$ cat src/logic/drc_pkg.sv
// Package: constants for the DRAM refresh controller
package drc_pkg;
   // ----------------------------------------
   // Register map
   // ----------------------------------------
   localparam logic [7:0] ADDR_RENEW_CONTROL = 8'h36;
   localparam int         BIT_RENEW_ON       = 7;
   localparam int         BIT_RENEW_EXTRA    = 6;
   localparam logic [7:0] RESET_RENEW_CTRL   = 8'hC0;
   localparam logic [7:0] RESET_RENEW_ADDR   = 8'h00;
   // ----------------------------------------
   // Timing
   // ----------------------------------------
   localparam int         CLK_PERIOD_NS      = 10;
   localparam logic [7:0] RENEW_INTERVAL_CYC = 8'hF8;  // 248 clocks
   localparam logic [1:0] CYC_LEN_SHORT      = 2'h2;
   localparam logic [1:0] CYC_LEN_LONG       = 2'h3;
   // ----------------------------------------
   // States
   // ----------------------------------------
   typedef enum logic [1:0] {DRC_IDLE, DRC_T1, DRC_T2, DRC_TW} drc_state_t;
endpackage : drc_pkg

$ cat src/logic/drc_refresh.sv
// Module: DRAM refresh timer, address counter, strobe and control register
// Notes on behaviour
// - Own interval timer inserts refresh cycles independently.
// - Refresh drives address A0-A7, strobe low.
// - 8-bit address advances per completed cycle.
// - Bit 7 enables refresh; reset sets it.
// - Bit 6 selects two or three clocks.
// - Wait input and wait generator ignored during refresh.
// - Reset default: every 248 clocks, 3 long.
// - No insertion in reset, bus release, wait.
// - Timer runs on during bus release.
// - Registers decode only when upper address zero.
// - Internal writes also run external, no waits.
// - Internal reads skip waits; only control register reads discard external data.
`timescale 1ns/1ps
module drc_refresh (
   input  wire logic        I_CLOCK,
   input  wire logic        I_SYS_RST,
   input  wire logic [15:0] I_IO_ADDR,
   input  wire logic        I_IO_WR,
   input  wire logic        I_IO_RD,
   input  wire logic [7:0]  I_IO_WDATA,
   input  wire logic [7:0]  I_EXT_RDATA,
   input  wire logic        I_BUS_IDLE,
   input  wire logic        I_WAIT_N,
   input  wire logic        I_BUS_HOLD_REQUEST_N,
   output logic [7:0]       O_IO_RDATA,
   output logic             O_IO_INTERNAL,
   output logic             O_IGNORE_WAITS,
   output logic [7:0]       O_RENEW_ADDR,
   output logic             O_RENEW_STROBE_N,
   output logic             O_RENEW_BUSY
);
   import drc_pkg::*;

   // ----------------------------------------
   // Pin synchronisers
   // ----------------------------------------
   logic wait_s1_ff, wait_s2_ff, hold_s1_ff, hold_s2_ff;

   // Two stages before use; first stage feeds only the second
   always_ff @(posedge I_CLOCK) begin
      if (I_SYS_RST) begin
         wait_s1_ff <= 1'b1;
         wait_s2_ff <= 1'b1;
         hold_s1_ff <= 1'b1;
         hold_s2_ff <= 1'b1;
      end else begin
         wait_s1_ff <= I_WAIT_N;
         wait_s2_ff <= wait_s1_ff;
         hold_s1_ff <= I_BUS_HOLD_REQUEST_N;
         hold_s2_ff <= hold_s1_ff;
      end
   end

   // ----------------------------------------
   // Register access
   // ----------------------------------------
   function automatic logic is_internal(input logic [15:0] a);
      return (a[15:8] == 8'h00);
   endfunction

   logic [7:0] renew_ctrl_ff;
   logic       hit_ctrl;
   assign hit_ctrl = is_internal(I_IO_ADDR) && (I_IO_ADDR[7:0] == ADDR_RENEW_CONTROL);

   // Control register; reset enables refresh with the extra wait
   always_ff @(posedge I_CLOCK) begin
      if (I_SYS_RST) begin
         renew_ctrl_ff <= RESET_RENEW_CTRL;
      end else if (I_IO_WR && hit_ctrl) begin
         renew_ctrl_ff <= {I_IO_WDATA[7:6], 6'h00};
      end
   end

   // Read data: internal value wins, external byte discarded
   always_ff @(posedge I_CLOCK) begin
      if (I_SYS_RST) begin
         O_IO_RDATA <= 8'h00;
      end else if (I_IO_RD) begin
         O_IO_RDATA <= hit_ctrl ? renew_ctrl_ff : I_EXT_RDATA;
      end
   end

   // Internal accesses still go out, but with fixed internal timing
   always_ff @(posedge I_CLOCK) begin
      if (I_SYS_RST) begin
         O_IO_INTERNAL <= 1'b0;
      end else begin
         O_IO_INTERNAL <= (I_IO_WR || I_IO_RD) && is_internal(I_IO_ADDR);
      end
   end

   // ----------------------------------------
   // Interval timer and pending request
   // ----------------------------------------
   logic [7:0] timer_ff;
   logic       pending_ff;
   logic       tick;
   drc_state_t state_ff, nxt_state;
   assign tick = (timer_ff == RENEW_INTERVAL_CYC - 8'h01);

   // Free running, even while the bus is released
   always_ff @(posedge I_CLOCK) begin
      if (I_SYS_RST) begin
         timer_ff <= 8'h00;
      end else begin
         timer_ff <= tick ? 8'h00 : timer_ff + 8'h01;
      end
   end

   logic allow;
   // Suppressed during release and waits; reset is handled by the clear
   assign allow = renew_ctrl_ff[BIT_RENEW_ON] && hold_s2_ff && wait_s2_ff && I_BUS_IDLE;

   // Request held until a cycle can start; new tick beats the clear
   always_ff @(posedge I_CLOCK) begin
      if (I_SYS_RST) begin
         pending_ff <= 1'b0;
      end else if (tick && renew_ctrl_ff[BIT_RENEW_ON]) begin
         pending_ff <= 1'b1;
      end else if (!renew_ctrl_ff[BIT_RENEW_ON]) begin
         pending_ff <= 1'b0;
      end else if (state_ff == DRC_IDLE && allow) begin
         pending_ff <= 1'b0;
      end
   end

   // ----------------------------------------
   // Refresh cycle sequencer
   // ----------------------------------------
   // Waits do not stretch a started cycle
   always_comb begin
      nxt_state = state_ff;
      case (state_ff)
         DRC_IDLE: if (pending_ff && allow) nxt_state = DRC_T1;
         DRC_T1:   nxt_state = DRC_T2;
         DRC_T2:   nxt_state = renew_ctrl_ff[BIT_RENEW_EXTRA] ? DRC_TW : DRC_IDLE;
         DRC_TW:   nxt_state = DRC_IDLE;
         default:  nxt_state = DRC_IDLE;
      endcase
   end

   always_ff @(posedge I_CLOCK) begin
      if (I_SYS_RST) begin
         state_ff <= DRC_IDLE;
      end else begin
         state_ff <= nxt_state;
      end
   end

   logic done;
   assign done = (state_ff != DRC_IDLE) && (nxt_state == DRC_IDLE);

   // Address advances only on a finished cycle, not per request
   always_ff @(posedge I_CLOCK) begin
      if (I_SYS_RST) begin
         O_RENEW_ADDR <= RESET_RENEW_ADDR;
      end else if (done) begin
         O_RENEW_ADDR <= O_RENEW_ADDR + 8'h01;
      end
   end

   // Strobe and busy registered from next state
   always_ff @(posedge I_CLOCK) begin
      if (I_SYS_RST) begin
         O_RENEW_STROBE_N <= 1'b1;
         O_RENEW_BUSY     <= 1'b0;
         O_IGNORE_WAITS   <= 1'b0;
      end else begin
         O_RENEW_STROBE_N <= (nxt_state == DRC_IDLE);
         O_RENEW_BUSY     <= (nxt_state != DRC_IDLE);
         O_IGNORE_WAITS   <= (nxt_state != DRC_IDLE)
                             || ((I_IO_WR || I_IO_RD) && is_internal(I_IO_ADDR));
      end
   end

   // ----------------------------------------
   // Assertions
   // ----------------------------------------
   property p_strobe_len;
      @(posedge I_CLOCK) disable iff (I_SYS_RST)
      $fell(O_RENEW_STROBE_N) |-> !O_RENEW_STROBE_N [*2] ##1
         (O_RENEW_STROBE_N or (!O_RENEW_STROBE_N ##1 O_RENEW_STROBE_N));
   endproperty
   a_strobe_len: assert property (p_strobe_len) else $error("bad strobe length");

   property p_addr_step;
      @(posedge I_CLOCK) disable iff (I_SYS_RST)
      $rose(O_RENEW_STROBE_N) |-> O_RENEW_ADDR == $past(O_RENEW_ADDR) + 8'h01;
   endproperty
   a_addr_step: assert property (p_addr_step) else $error("address did not step");

   property p_addr_hold;
      @(posedge I_CLOCK) disable iff (I_SYS_RST)
      !O_RENEW_STROBE_N |-> $stable(O_RENEW_ADDR);
   endproperty
   a_addr_hold: assert property (p_addr_hold) else $error("address moved mid cycle");

   property p_off;
      @(posedge I_CLOCK) disable iff (I_SYS_RST)
      !renew_ctrl_ff[BIT_RENEW_ON] && state_ff == DRC_IDLE |=> O_RENEW_STROBE_N;
   endproperty
   a_off: assert property (p_off) else $error("refresh while disabled");

   property p_start_allowed;
      @(posedge I_CLOCK) disable iff (I_SYS_RST)
      state_ff == DRC_IDLE && !allow |=> O_RENEW_STROBE_N;
   endproperty
   a_start_allowed: assert property (p_start_allowed) else $error("start not allowed");

   property p_pending_start;
      @(posedge I_CLOCK) disable iff (I_SYS_RST)
      pending_ff && allow && state_ff == DRC_IDLE |=> !O_RENEW_STROBE_N;
   endproperty
   a_pending_start: assert property (p_pending_start) else $error("pending not served");

   property p_tick_period;
      @(posedge I_CLOCK) disable iff (I_SYS_RST)
      tick |=> timer_ff == 8'h00 ##247 tick;
   endproperty
   a_tick_period: assert property (p_tick_period) else $error("interval not 248");

   property p_internal;
      @(posedge I_CLOCK) disable iff (I_SYS_RST)
      I_IO_WR && I_IO_ADDR[15:8] != 8'h00 |=> !O_IO_INTERNAL;
   endproperty
   a_internal: assert property (p_internal) else $error("upper address decoded");

   property p_rdata;
      @(posedge I_CLOCK) disable iff (I_SYS_RST)
      I_IO_RD && hit_ctrl |=> O_IO_RDATA == $past(renew_ctrl_ff);
   endproperty
   a_rdata: assert property (p_rdata) else $error("read returned external data");
endmodule // drc_refresh

$ cat config.mk
export PLATFORM = sky130hd
export DESIGN_NAME = drc_refresh
export DESIGN_NICKNAME = d
export VERILOG_FILES = /design/src/logic/drc_pkg.sv /design/src/logic/drc_refresh.sv
export SDC_FILE = /design/constraint.sdc
export NUM_CORES = 1
export LEC_CHECK = 0
export ABC_AREA = 1
export BUFFER_PORTS_ARGS = -buffer_cell sky130_fd_sc_hd__buf_2
export CAP_MARGIN = 10
export CORE_MARGIN = 4
export CORE_UTILIZATION = 42
export DETAILED_ROUTE_END_ITERATION = 10
export GPL_ROUTABILITY_DRIVEN = 0
export PLACE_DENSITY = 0.74
export RECOVER_POWER = 25
export SLEW_MARGIN = 20
export SYNTH_ARGS = -nofsm -noshare
export SYNTH_HDL_FRONTEND = slang
export SYNTH_SLANG_ARGS = --single-unit
export TNS_END_PERCENT = 30
$ cat constraint.sdc
create_clock -name I_CLOCK -period 1.2 [get_ports I_CLOCK]
set_clock_uncertainty 0.15 [all_clocks]
set_input_delay 0.06 -clock I_CLOCK [delete_from_list [all_inputs] [get_ports I_CLOCK]]
set_output_delay 0.06 -clock I_CLOCK [all_outputs]
set_load 0.01 [all_outputs]
Word-level counts from Yosys, hierarchy flattened
Index checks and enable logic that the tools add are counted.
Cells by class
  reductions and logical operators: 18
  add/subtract/negate cells: 2
  equality and inequality tests: 6
  multiplexer cells: 7
Operators by type and width (number)
  adder 8 x 1 -> 8 bit, second input constant: 2
  logical AND 1 bit: 10
  equality test 8 x 6 -> 1 bit, second input constant: 1
  equality test 8 bit, second input constant: 1
  logical NOT 8 bit: 1
  2-to-1 mux 8 bit: 1
  case mux 2 bit (4 select lines): 1
  equality test 2 bit, second input constant: 2
  logical NOT 2 bit: 2
  2-to-1 mux 2 bit: 2
  nonzero test 2 bit: 2
  2-to-1 mux 1 bit: 3
  != test 3 x 1 -> 1 bit, second input constant: 1
  equality test 2 x 1 -> 1 bit, second input constant: 1
  logical OR 1 bit: 2
  OR reduction 2 bit: 1
Storage, ports and cells
  flip-flop bits (word level): 37
  word-level logic and storage cells: 47
  input port bits: 39
  output and inout port bits: 20

Logic depth before layout (Yosys ltp)
  depth after elaboration: 8
  depth in mapped cells: 10
  gate-level depth less buffers: 9

Least setup slack after synthesis
OpenSTA, ideal clock, no wires.
  path kind: flip-flop to flip-flop
  start: register O_RENEW_ADDR[0]
  end: register O_RENEW_ADDR[6]
  data arrival time: 1061 ps
  required time: 935 ps
  setup slack: -126 ps
  library setup time: 115 ps
  stages on the path, launching flop included: 7
  clock period less this slack: 1326 ps
  buffers on the path: 0
  path through: dfxtp_1 ha_1 nand3_1 nor2_1 nand2_1 o21ai_1 nor2_1
Between the ends
  cells in the longest elaborated chain, start to end: 1
Ends and longest elaborated chain
  start, declared: line drc_refresh.sv:30  | output logic [7:0] O_RENEW_ADDR,
  start signal, assigned: line drc_refresh.sv:160  | O_RENEW_ADDR <= O_RENEW_ADDR + 8'h01;
  adder 8 x 1 -> 8 bit: line drc_refresh.sv:160
Every way passes these cells.
A chain may end at the register's enable or synchronous reset.

Worst setup path after layout
  start: register timer_ff[0]
  end: register timer_ff[6]
Between the ends
  cells in the longest elaborated chain, start to end: 2
  elaborated cells on any way between the ends: 3
  those cells by class: 1 x add/sub; 1 x eq/ne; 1 x reduce/logical
Ends and longest elaborated chain
  start, declared: line drc_refresh.sv:97  | logic [7:0] timer_ff;
  start signal, assigned: line drc_refresh.sv:108  | timer_ff <= tick ? 8'h00 : timer_ff + 8'h01;
  branches (longest 2 deep; another with adder 8 x 1 -> 8 bit)
Several ways; the timed one is not identified.

==> flow_summary.ini <==
[global_route]
grt_pass1_vias = 1483
grt_util_met3_pct = 5.657
overflow = 0
gr-usage-all-layers_pct = 17.47
grt_pass1_wl_mm = 5.989
antenna_found_initial = 0
grt.busiest_layer = met2
grt_use_met2_pct = 31.04
grt_util_met1_pct = 19.16
grt_start_max_net_pins = 12

[final_layout]
fin_nets = 331
drive_gt1_share_pct = 42.96
final_util_pct = 70.20
fill_cells = 285
syn_to_final_growth_pct = 59.11
antennaDiodeCount = 0
layout.cells.non_filler = 337

[yosys]
post-synth-top-area-fraction_pct = 49.92
yosysTopAreaCell = dfxtp_1
synthDistinctLibCells = 24
synth_common_cells = dfxtp_1, nand2_1, nor2_1
synth_flop_cell = dfxtp_1
avgSynthCellArea_um2 = 7.729
netlist_instances = 192
synth_edf_count = 0
synth_warnings = 0
synth-seq-area-share_pct = 49.92
synth.most_common_cell = dfxtp_1
ys_ff_latch = 37
synth_fp_nets = 233
syn-cell-area_um2 = 1484
synth_area_leaders = dfxtp_1, nand2_1, nor2_1, a21oi_1, o21ai_0
async_flop_share_pct = 0

[die]
die_area_um2 = 4548
die_x_um = 67.44
io_pins = 59
die_h_um = 67.44
start_util_pct = 44.12
rows = 21
core_area_um2 = 3363

[setup_path]
max_stage_delay_ns = 0.38
crit_path_max_fanout = 3
rr_worst_depth = 6
crit_arrival_ns = 1.40
cp_slowest_cell = dfxtp_4
critical_path.top_delay_family = flip-flops
crit_chain = ha_4 > nand2_2 > inv_2 > nand4_1 > or2_0 > a21oi_1
cp-start-kind = flip-flop
cp.buffers_inverters = 1
worstPathRequired_ns = 1.34
worst_setup_path_end_kind = flip-flop
cp.depth = 6
crit_type = reg -> reg

[power_and_ir_drop]
clkPwrFrac_pct = 31.0
switching_share_pct = 23.42
power_switching_uw = 512.3
combPwrFrac_pct = 10.8
power.leakage_uw = 0.001102
p_per_area_nw_per_um2 = 926.7
report.power.total_uw = 2188
ir_worst_vdd_uv = 798.4
p_int_uw = 1676
pwr-share-seq_pct = 58.2

[clock_tree]
cts_tree = yes
clk_latency_ns = 0.34
cts_root_buf = clkbuf_4
clk_pin_slew_ns = 0.11
cts.sinks = 37
clockBufferDepth = 2
cts_buffers = 5
htree_levels = 2

[route]
dr_total_vias = 1556
drcViolationCount = 0
wl_mm = 3.678
post_drt_wl_per_cell_um = 10.91
antenna_left = 0
first_pass_iters = 4
via_per_inst = 4.617
drt-initial-drc-count = 41

[timing]
setup_tns_ns = -0.3984
worst_slew_margin_rel_pct = 76.80
tightest_slew_ns = 0.3480
slew_viol_final = 0
hold-worst-slack_ns = -0.006591
min_period_ns = 1.261
setup_viol_count_final = 12
clock.fmax_ghz = 0.7933
rsz0062_at_grt = yes
setup_ws_ns = -0.06053
post-route-period-util_pct = 105.0
hold_viol = 3

[outcome]
status = complete, but fails checks
violations = negative hold slack, negative setup slack

[hold_path]
hold_depth = 4
hold_path.class = in -> reg

[placed_design]
hpwlAfterDp_mm = 2.445
numPortBuffers = 52
dp.cells = 304

[job]
maxCapViolCount = 0
worst register-to-register path: cells and delay by family (launching register included):
kind                       cells  cell delay [ns]
adders and majority gates      1             0.14
DFF                            1             0.38
AOI/OAI and AO/OA              1             0.13
buffers and inverters          1             0.07
and+or+nand+nor                3             0.35
placed cells by master (no fill, tap or decap), types with 2 or more instances in the layout:
cell / instances
nor3_1: 2
clkbuf_1: 5
dfxtp_2: 6
nand4_1: 3
o21ai_1: 4
inv_1: 14
nand2_4: 3
nand3_1: 9
o21ai_0: 12
nor2_1: 23
nand2_2: 3
buf_4: 23
nor2_4: 2
clkbuf_4: 5
dfxtp_1: 27
a21oi_1: 14
buf_6: 6
nand3_2: 3
or2_0: 2
dfxtp_4: 4
dlygate4sd3_1: 16
nor3b_2: 2
buf_2: 47
nor2_2: 4
ha_4: 2
or2_2: 4
nand2_1: 30
inv_2: 4
cell type report:
cell class,instances,area [um2],share of cell area [%]
clock buffers,8,58.81,2.491
well taps,46,57.56,2.438
multi-input cells,131,757.0,32.06
repair buffers,95,646.9,27.40
inverters,20,77.57,3.286
flip-flops and latches,37,763.2,32.33
stage by stage:
step | area, um2 | worst slack [ns]
after global placement | 1924 | -0.05652
final | 2361 | -0.06053
after detailed placement | 1924 | -0.07340
after floorplan | 1510 | -0.007882
after CTS | 2252 | -0.06779
after global routing | 2361 | -0.1378
final timing paths:
kind                               start                            to  slack, ns
setup / recovery  timer_ff[0]$_SDFF_PP0_        timer_ff[6]$_SDFF_PP0_      -0.06
hold / removal                 I_SYS_RST  O_RENEW_ADDR[0]$_SDFFE_PP0P_     -0.007
setup reg to reg  timer_ff[0]$_SDFF_PP0_        timer_ff[6]$_SDFF_PP0_      -0.06
hold reg to reg    hold_s1_ff$_SDFF_PP1_         hold_s2_ff$_SDFF_PP1_       0.26
cells by family (layout without fill, tap and decap cells):
| kind of cell | Yosys count | after routing | share of synthesized area (%) |
|---|---|---|---|
| DFF | 37 | 37 | 49.92 |
| adders and majority gates | 2 | 2 | 1.686 |
| xor gates and xnor gates | 2 | 2 | 1.181 |
| and+or+nand+nor | 93 | 93 | 27.82 |
| buffers and inverters | 24 | 123 | 7.672 |
| AOI/OAI and AO/OA | 34 | 34 | 11.72 |
power groups by stage:
stage | Sequential, uW | Clock (uW) | Combinational, uW
finish | 1270 | 678 | 237
global route | 1280 | 737 | 267
CTS | 1280 | 698 | 232
detailed placement | 1300 | 0 | 183
global placement | 1300 | 0 | 177
floorplan | 1310 | 0 | 82.4
metal layers:
metal / part of all wire (%) / routed length, um / vias to the layer above
met1: 43 / 1592 / 697
li1: - / - / 817
met4: 1.7 / 61 / 0
met5: 0 / 0 / -
met2: 50 / 1848 / 35
met3: 4.8 / 175 / 7
what timing repair did:
item | 4_1_cts | 5_1_grt
pin swaps | 6 | 14
hold endpoints to repair | 20 | 0
setup endpoints to repair | 14 | 27
gates resized for setup | 13 | 32
buffers inserted | 6 | 2
hold buffers | 17 | 0
flip-flops by register name, indices dropped and copies added, names as in the netlist, 2 cells and up:
| register | flops |
|---|---|
| O_IO_RDATA | 8 |
| timer_ff | 8 |
| state_ff | 2 |
| O_RENEW_ADDR | 8 |
| renew_ctrl_ff | 2 |
Note: power is estimated with default switching activity, not from simulation.
